<file path="src/verilog/upper_dma_pkg.sv">
// constants shared by the upper dma channel control block
package upper_dma_pkg;
  // ==========================================================
  // i/o addresses
  localparam int           ADDR_W           = 16;
  localparam logic [15:0]  ADDR_COMMAND     = 16'h00D0;
  localparam logic [15:0]  ADDR_SOFT_REQ    = 16'h00D2;
  localparam logic [15:0]  ADDR_SINGLE_MASK = 16'h00D4;
  localparam logic [15:0]  ADDR_MODE        = 16'h00D6;
  localparam logic [15:0]  ADDR_PTR_CLEAR   = 16'h00D8;
  localparam logic [15:0]  ADDR_FULL_RESET  = 16'h00DA;
  localparam logic [15:0]  ADDR_UNMASK_ALL  = 16'h00DC;
  localparam logic [15:0]  ADDR_ALL_MASK    = 16'h00DE;
  // address and count byte registers span this window
  localparam logic [15:0]  ADDR_XFER_LO     = 16'h00C0;
  localparam logic [15:0]  ADDR_XFER_HI     = 16'h00CE;
  // ==========================================================
  // command bit positions
  localparam int           CMD_ACK_POL      = 7;
  localparam int           CMD_REQ_POL      = 6;
  localparam int           CMD_EXT_WRITE    = 5;
  localparam int           CMD_ROTATE       = 4;
  localparam int           CMD_COMPRESS     = 3;
  localparam int           CMD_DISABLE      = 2;
  localparam int           CMD_STORED_LSB   = 2;
  // ==========================================================
  // request, mask and mode byte fields
  localparam int           SEL_MSB          = 1;
  localparam int           SEL_LSB          = 0;
  localparam int           REQ_BIT          = 2;
  localparam int           MODE_MODE_MSB    = 7;
  localparam int           MODE_MODE_LSB    = 6;
  localparam int           MODE_DIR         = 5;
  localparam int           MODE_AUTO        = 4;
  localparam int           MODE_TYPE_MSB    = 3;
  localparam int           MODE_TYPE_LSB    = 2;
  localparam int           ALL_MASK_MSB     = 3;
  localparam int           STS_REQ_LSB      = 4;
  // ==========================================================
  // reset values
  localparam logic [5:0]   COMMAND_RESET    = 6'h00;
  localparam logic [3:0]   MASK_RESET       = 4'hF;
  localparam logic [7:0]   READ_IDLE        = 8'h00;
  // ==========================================================
  // encodings
  typedef enum logic [1:0] {
    XFER_DEMAND  = 2'h0,
    XFER_SINGLE  = 2'h1,
    XFER_BLOCK   = 2'h2,
    XFER_CASCADE = 2'h3
  } xfer_mode_t;
  typedef enum logic [1:0] {
    TYPE_VERIFY  = 2'h0,
    TYPE_MEM_WR  = 2'h1,
    TYPE_MEM_RD  = 2'h2,
    TYPE_RSVD    = 2'h3
  } xfer_type_t;
endpackage : upper_dma_pkg
</file>
<file path="src/verilog/upper_dma_channel_control.sv">
// control, masking, mode and arbitration of the upper four dma channels
`timescale 1ns/1ps
module upper_dma_channel_control #(
  parameter int NCH = 4
) (
  input  wire logic                        sys_clk,
  input  wire logic                        reset_n,
  input  wire logic [upper_dma_pkg::ADDR_W-1:0] io_addr,
  input  wire logic [7:0]                  io_wdata,
  input  wire logic                        io_write,
  input  wire logic                        io_read,
  output logic      [7:0]                  io_rdata,
  input  wire logic [NCH-1:0]              dma_request_line,
  input  wire logic [NCH-1:0]              chan_count_done,
  output logic      [NCH-1:0]              dma_acknowledge,
  output logic      [NCH-1:0]              chan_granted,
  output logic                             extended_write,
  output logic                             cycle_compression,
  output logic                             byte_pointer_high,
  output logic      [2*NCH-1:0]            transfer_mode_field,
  output logic      [NCH-1:0]              address_decrement,
  output logic      [NCH-1:0]              auto_init_enable,
  output logic      [2*NCH-1:0]            transfer_type_field
);
  import upper_dma_pkg::*;

  // ==========================================================
  // address decode
  logic            wr_command;     // command byte write
  logic            wr_soft_req;    // software request write
  logic            wr_single_mask; // single channel mask write
  logic            wr_mode;        // mode write
  logic            wr_ptr_clear;   // byte pointer reset
  logic            full_reset;     // controller_full_reset strobe
  logic            unmask_all_strobe;
  logic            wr_all_mask;    // all-channel mask write
  logic            xfer_access;    // address/count byte access
  logic            rd_status;      // status read
  logic [1:0]      channel_selector;
  logic [NCH-1:0]  sel_onehot;     // decoded channel select

  assign wr_command       = io_write && (io_addr == ADDR_COMMAND);
  assign wr_soft_req      = io_write && (io_addr == ADDR_SOFT_REQ);
  assign wr_single_mask   = io_write && (io_addr == ADDR_SINGLE_MASK);
  assign wr_mode          = io_write && (io_addr == ADDR_MODE);
  assign wr_ptr_clear     = io_write && (io_addr == ADDR_PTR_CLEAR);
  assign full_reset       = io_write && (io_addr == ADDR_FULL_RESET);
  assign unmask_all_strobe = io_write && (io_addr == ADDR_UNMASK_ALL);
  assign wr_all_mask      = io_write && (io_addr == ADDR_ALL_MASK);
  assign rd_status        = io_read && (io_addr == ADDR_COMMAND);
  // even addresses in the window are the channel byte registers
  assign xfer_access      = (io_write || io_read) &&
                            (io_addr >= ADDR_XFER_LO) &&
                            (io_addr <= ADDR_XFER_HI) && !io_addr[0];
  // only bits 1:0 choose the channel, upper bits are dropped
  assign channel_selector = io_wdata[SEL_MSB:SEL_LSB];
  assign sel_onehot       = NCH'(1) << channel_selector;

  // ==========================================================
  // command register
  logic [7:CMD_STORED_LSB] command_q;   // bits 1:0 are not kept
  logic                    ack_polarity;
  logic                    request_polarity;
  logic                    arbitration_scheme;
  logic                    group_disable;

  // bits 1:0 are not stored, so bit 1 has no effect
  always_ff @(posedge sys_clk or negedge reset_n) begin
    if (!reset_n) begin
      command_q <= COMMAND_RESET;
    end else if (full_reset) begin
      command_q <= COMMAND_RESET;
    end else if (wr_command) begin
      command_q <= io_wdata[7:CMD_STORED_LSB];
    end
  end

  assign ack_polarity       = command_q[CMD_ACK_POL];
  assign request_polarity   = command_q[CMD_REQ_POL];
  assign arbitration_scheme = command_q[CMD_ROTATE];
  assign group_disable      = command_q[CMD_DISABLE];

  // ==========================================================
  // masks
  logic [NCH-1:0] mask_q;          // 1 = masked
  logic [NCH-1:0] mask_d;

  always_comb begin
    mask_d = mask_q;
    if (full_reset) begin
      mask_d = MASK_RESET;
    end else if (unmask_all_strobe) begin
      mask_d = '0;
    end else if (wr_all_mask) begin
      mask_d = io_wdata[ALL_MASK_MSB:0];
    end else if (wr_single_mask) begin
      if (io_wdata[REQ_BIT]) begin
        mask_d = mask_q | sel_onehot;
      end else begin
        mask_d = mask_q & ~sel_onehot;
      end
    end
  end

  // mask register, all masked after reset
  always_ff @(posedge sys_clk or negedge reset_n) begin
    if (!reset_n) mask_q <= MASK_RESET;
    else          mask_q <= mask_d;
  end

  // ==========================================================
  // software requests
  logic [NCH-1:0] soft_req_q;
  logic [NCH-1:0] soft_req_d;

  always_comb begin
    soft_req_d = soft_req_q;
    if (full_reset) begin
      soft_req_d = '0;
    end else if (wr_soft_req) begin
      if (io_wdata[REQ_BIT]) begin
        soft_req_d = soft_req_q | sel_onehot;
      end else begin
        soft_req_d = soft_req_q & ~sel_onehot;
      end
    end
  end

  // software request flags
  always_ff @(posedge sys_clk or negedge reset_n) begin
    if (!reset_n) soft_req_q <= '0;
    else          soft_req_q <= soft_req_d;
  end

  // ==========================================================
  // per-channel mode
  logic [2*NCH-1:0] mode_q;         // transfer_mode_field per channel
  logic [NCH-1:0]   dir_q;          // address decrement per channel
  logic [NCH-1:0]   auto_q;         // auto-initialize per channel
  logic [2*NCH-1:0] type_q;         // transfer_type_field per channel

  // only the selected channel's fields are loaded
  always_ff @(posedge sys_clk or negedge reset_n) begin
    if (!reset_n) begin
      mode_q <= '0;
      dir_q  <= '0;
      auto_q <= '0;
      type_q <= '0;
    end else if (full_reset) begin
      mode_q <= '0;
      dir_q  <= '0;
      auto_q <= '0;
      type_q <= '0;
    end else if (wr_mode) begin
      mode_q[2*channel_selector +: 2] <=
        io_wdata[MODE_MODE_MSB:MODE_MODE_LSB];
      dir_q[channel_selector]  <= io_wdata[MODE_DIR];
      auto_q[channel_selector] <= io_wdata[MODE_AUTO];
      type_q[2*channel_selector +: 2] <=
        io_wdata[MODE_TYPE_MSB:MODE_TYPE_LSB];
    end
  end

  // ==========================================================
  // byte pointer
  logic byte_ptr_q;                 // 0 = low byte next

  always_ff @(posedge sys_clk or negedge reset_n) begin
    if (!reset_n) begin
      byte_ptr_q <= 1'b0;
    end else if (wr_ptr_clear || full_reset) begin
      byte_ptr_q <= 1'b0;
    end else if (xfer_access) begin
      byte_ptr_q <= !byte_ptr_q;
    end
  end

  // ==========================================================
  // request synchroniser and pending flags
  logic [NCH-1:0] req_meta_q;       // first stage, read by second only
  logic [NCH-1:0] req_sync_q;
  logic [NCH-1:0] hw_req;           // sensed hardware request
  logic [NCH-1:0] pending;          // request pending per channel

  // two-flop synchroniser on the request pins
  always_ff @(posedge sys_clk or negedge reset_n) begin
    if (!reset_n) begin
      req_meta_q <= '0;
      req_sync_q <= '0;
    end else begin
      req_meta_q <= dma_request_line;
      req_sync_q <= req_meta_q;
    end
  end

  assign hw_req  = request_polarity ? ~req_sync_q : req_sync_q;
  assign pending = hw_req | soft_req_q;

  // ==========================================================
  // terminal count flags
  logic [NCH-1:0] tc_q;

  // set by count done, cleared by status read; set wins
  always_ff @(posedge sys_clk or negedge reset_n) begin
    if (!reset_n)        tc_q <= '0;
    else if (full_reset) tc_q <= chan_count_done;
    else if (rd_status)  tc_q <= chan_count_done;
    else                 tc_q <= tc_q | chan_count_done;
  end

  // ==========================================================
  // arbitration
  logic [NCH-1:0] eligible;         // pending, unmasked, enabled
  logic [NCH-1:0] grant_q;          // one-hot granted channel
  logic [NCH-1:0] grant_d;
  logic [1:0]     last_q;           // last granted channel
  logic [1:0]     start;            // highest priority this round

  // first eligible channel at or after start, wrapping
  function automatic logic [NCH-1:0] pick(input logic [NCH-1:0] req,
                                          input logic [1:0] first);
    logic [NCH-1:0] res;
    logic [1:0]     idx;
    res = '0;
    for (int i = NCH - 1; i >= 0; i--) begin
      idx = first + 2'(i);
      if (req[idx]) res = NCH'(1) << idx;
    end
    return res;
  endfunction : pick

  assign eligible = pending & ~mask_q & {NCH{!group_disable}};
  // fixed: channel 4 first; rotating: after last served
  assign start    = arbitration_scheme ? last_q + 2'h1 : 2'h0;
  assign grant_d  = |(grant_q & eligible) ? grant_q
                                          : pick(eligible, start);

  // grant held while the served channel stays eligible
  always_ff @(posedge sys_clk or negedge reset_n) begin
    if (!reset_n) begin
      grant_q <= '0;
      last_q  <= '0;
    end else begin
      grant_q <= grant_d;
      for (int i = 0; i < NCH; i++) begin
        if (grant_d[i] && !grant_q[i]) last_q <= 2'(i);
      end
    end
  end

  // ==========================================================
  // registered outputs
  always_ff @(posedge sys_clk or negedge reset_n) begin
    if (!reset_n) begin
      dma_acknowledge <= '1;
      io_rdata        <= READ_IDLE;
    end else begin
      // low-active acknowledge idles high
      dma_acknowledge <= ack_polarity ? grant_d : ~grant_d;
      if (rd_status) io_rdata <= {pending, tc_q};
      else           io_rdata <= READ_IDLE;
    end
  end

  assign chan_granted        = grant_q;
  assign extended_write      = command_q[CMD_EXT_WRITE];
  assign cycle_compression   = command_q[CMD_COMPRESS];
  assign byte_pointer_high   = byte_ptr_q;
  assign transfer_mode_field = mode_q;
  assign address_decrement   = dir_q;
  assign auto_init_enable    = auto_q;
  assign transfer_type_field = type_q;
endmodule : upper_dma_channel_control

</file>
<file path="config.mk">
export PLATFORM = sky130hd
export DESIGN_NAME = upper_dma_channel_control
export DESIGN_NICKNAME = d
export VERILOG_FILES = /design/src/verilog/upper_dma_pkg.sv /design/src/verilog/upper_dma_channel_control.sv
export SDC_FILE = /design/constraint.sdc
export NUM_CORES = 1
export LEC_CHECK = 0
export ABC_CLOCK_PERIOD_IN_PS = 2150
export BUFFER_PORTS_ARGS = -buffer_cell sky130_fd_sc_hd__buf_2
export CELL_PAD_IN_SITES_DETAIL_PLACEMENT = 1
export CELL_PAD_IN_SITES_GLOBAL_PLACEMENT = 1
export CORE_MARGIN = 2
export CORE_UTILIZATION = 25
export CTS_CLUSTER_SIZE = 20
export DETAILED_ROUTE_END_ITERATION = 12
export PLACE_DENSITY_LB_ADDON = 0.1
export SYNTH_ARGS = -nofsm -noshare
export SYNTH_HDL_FRONTEND = slang
export SYNTH_SLANG_ARGS = --single-unit
</file>
<file path="constraint.sdc">
create_clock -name sys_clk -period 2.15 [get_ports sys_clk]
set_clock_uncertainty 0.05 [all_clocks]
set_input_delay 0.43 -clock sys_clk [delete_from_list [all_inputs] [get_ports sys_clk]]
set_output_delay 0.43 -clock sys_clk [all_outputs]
set_load 0.01 [all_outputs]
</file>
==> reports/qor.yml <==
status: "complete, no violations"
grt_pass1_vias: 3134
dieArea_um2: 14600
pwr-share-seq_pct: 40.6
syn_area_um2: 3420
num-fill-cells: 1515
antenna_found_initial: 0
preCtsSetupSlack_ns: -0.0972
whs_ns: 0.0330
seq_area_frac_synth_pct: 50.8
final_cell_mix: "buf_2 (78), dfrtp_1 (60), buf_4 (28)"
syn_area_per_cell_um2: 11.0
synth_seq_cells: 69
max_freq_mhz: 478
clk_pin_slew_ns: 0.06
powerDensity_nw_per_um2: 833
comb_power_share_pct: 18.8
yosys.area_share.simple_pct: 15.1
yosys.area_share.xor_xnor_pct: 2.53
crit_buf_inv: 1
multi_input_area_um2: 1620
cap_violations: 0
rows: 42
utilization_pct: 34.2
arrival_ns: 2.31
crit_required_ns: 2.36
cts_num_sinks: 69
regArea_um2: 1740
drtIter0Drc: 93
p_leak_nw: 2.24
synth_fa_ha_area_share_pct: 1.46
synth-edff-count: 0
synth_top_family_by_area: "compound AO/OA/AOI/OAI gates"
wl_per_cell_um: 16.6
clock_path_buffers: 2
initial_utilization_pct: 25.7
finalHoldViolCount: 0
tritoncts: "yes"
slowest_delay_ns: 0.47
track_usage_pct: 14.9
layout_setup_ws_ns: 0.0565
synth_ff_type: "dfrtp_1"
hold_class: "input port to asynchronous set/reset pin"
period_minus_slack_ns: 2.09
ios: 79
rsz0062_at_grt: "true"
crit_start: "command_q[6]"
dieHeight_um: 121
die_x_um: 121
routabilityCongestion: 0.767
synth_compound_area_share_pct: 22.5
synth.mux.area_fraction_pct: 4.10
ir_drop_mv: 0.279
path_cells: "xor2_1 > o21ai_2 > o221ai_4 > buf_4 > o41a_4 > xnor2_2"
drt-total-wl_um: 9900
final_common_cell: "buf_2"
slew_violations: 0
syn_inst: 312
grt_pass1_wl_um: 16700
ctsHtreeMaxLevel: 3
via_count: 2838
finalInstanceArea_um2: 4550
period_share_pct: 97.4
worst_setup_path_start_kind: "flop"
p_sw_share_pct: 28.0
final_nets: 454
overflow: 0
slew-limit-headroom_pct: 65.9
yosysWarnings: 0
fin_setup_tns_ns: 0
p_int_mw: 2.73
cts_root_buffer: "clkbuf_16"
slowest_stage: "o41a_4"
numCtsBuffers: 9
syn_to_final_growth_pct: 33.1
core-area_um2: 13300
layout-drive-gt1-share_pct: 37.0
ys_async_sr_fraction_pct: 100
clk-insertion-delay-late_ns: 0.34
placed_area_um2: 4170
synth_cell_types: 55
viasPerCell: 4.77
antenna_cells: 0
cp-end-kind: "flop"
drc: 0
portBuffers: 78
worst_pin_slew_ns: 0.512
clkPwrFrac_pct: 40.6
path_delay_family: "compound AO/OA/AOI/OAI gates"
synth_nets: 352
r2r_start: "command_q[6]"
critPathMaxFanout: 6
setup_viol: 0
crit_type: "flop to flop"
grt_max_degree: 70
ant_nets: 0
p_switching_mw: 1.06
dr.pass1.iters: 4
dp_hpwl_um: 7330
## state kept, by name, indices dropped and copies added, names as in the netlist
| name | flops |
|---|---|
| transfer_mode_field | 8 |
| req_meta_q | 4 |
| address_decrement | 4 |
| soft_req_q | 4 |
| command_q | 6 |
| chan_granted | 4 |
| mask_q | 4 |
| dma_acknowledge | 4 |
| byte_pointer_high | 1 |
| transfer_type_field | 8 |
| last_q | 2 |
| auto_init_enable | 4 |
| req_sync_q | 4 |
| tc_q | 4 |
| io_rdata | 8 |
## logic make-up (layout without fill, tap and decap cells)
kind of cell	Yosys count	in the layout
and+or+nand+nor	96	96
AOI/OAI and AO/OA	92	92
DFF	69	69
buffers and inverters	28	135
muxes	14	14
xor gates and xnor gates	9	9
adders and majority gates	4	4
## what timing repair did
action | in CTS | in global routing
endpoints found under the setup margin | 2 | 10
pin swaps | 0 | 5
gates resized for setup | 0 | 12
setup buffers | 0 | 2
endpoints found under the hold margin | 0 | 0
hold buffers | 0 | 0
## final timing paths
path | to | depth (start not counted) | slack [ns]
worst max register to register | dma_acknowledge[3] | 6 | 0.06
max in group asynchronous | dma_acknowledge[2] | 2 | 1.65
min in group sys_clk | req_meta_q[1] | 1 | 0.14
worst min register to register | req_sync_q[2] | 0 | 0.30
worst max-delay path | dma_acknowledge[3] | 6 | 0.06
worst min-delay path | auto_init_enable[0] | 2 | 0.03
## power by group through the flow
stage | Clock (mW) | Combinational (mW) | Sequential (mW)
after floorplan | 0 | 0.331 | 1.60
after global placement | 0 | 0.675 | 1.56
after detailed placement | 0 | 0.684 | 1.56
after CTS | 1.60 | 0.686 | 1.54
after global routing | 1.66 | 0.794 | 1.56
final | 1.54 | 0.712 | 1.54
## worst reg2reg max path: cells and delay by family, from the launching register on
kind / cells / cell delay [ns]
flops: 1 / 0.46
compound gates: 3 / 0.99
xor+xnor: 2 / 0.33
buf+inv: 1 / 0.18
## per-layer routing
| metal | GRT usage (%) | up-vias | wire length [um] |
|---|---|---|---|
| li1 | - | 1349 | - |
| met1 | 18.5 | 1426 | 4480 |
| met2 | 24.5 | 52 | 4870 |
| met3 | 3.48 | 11 | 357 |
| met4 | 6.69 | 0 | 191 |
| met5 | 0 | - | 0 |
## cell type report
class	count	share of cell area, %
inverter	12	0.990
timing repair buffer	107	13.6
tap	176	4.84
multi-input combinational	215	35.5
sequential	69	38.2
clock inverter	6	1.54
clock buffer	10	5.25
## synth_stat cells, types with 2 or more instances
cell,count,area [um2]
o32ai_1,3,26.3
nand2b_1,4,25.0
a211o_1,2,17.5
xor2_1,6,52.6
a32o_1,8,80.1
o21ai_0,9,45.0
nand3_1,7,35.0
nor2b_1,8,50.1
nor4b_2,2,30.0
and2_1,7,43.8
ha_1,4,50.1
buf_2,2,10.0
o21ai_2,4,35.0
inv_1,12,45.0
mux2i_1,14,140
nor4_1,2,12.5
xnor2_1,2,17.5
a21o_1,13,97.6
nor4_2,2,25.0
nor4bb_1,2,20.0
o211ai_1,4,30.0
o31ai_1,2,15.0
o21bai_1,2,15.0
buf_1,2,7.51
and3_1,4,25.0
dfstp_2,8,210
a21oi_1,8,40.0
a22o_1,24,210
nand2_1,25,93.8
nor3_1,3,15.0
dfrtp_1,61,1530
clkbuf_1,10,37.5
nor2_1,24,90.1
## per-stage QoR
stage / power (mW) / std cells
floorplan: 1.93 / 312
global placement: 2.24 / 577
detailed placement: 2.24 / 577
CTS: 3.82 / 593
global route: 4.02 / 595
finish: 3.79 / 595
No activity file was read; power rests on OpenSTA's default activity.
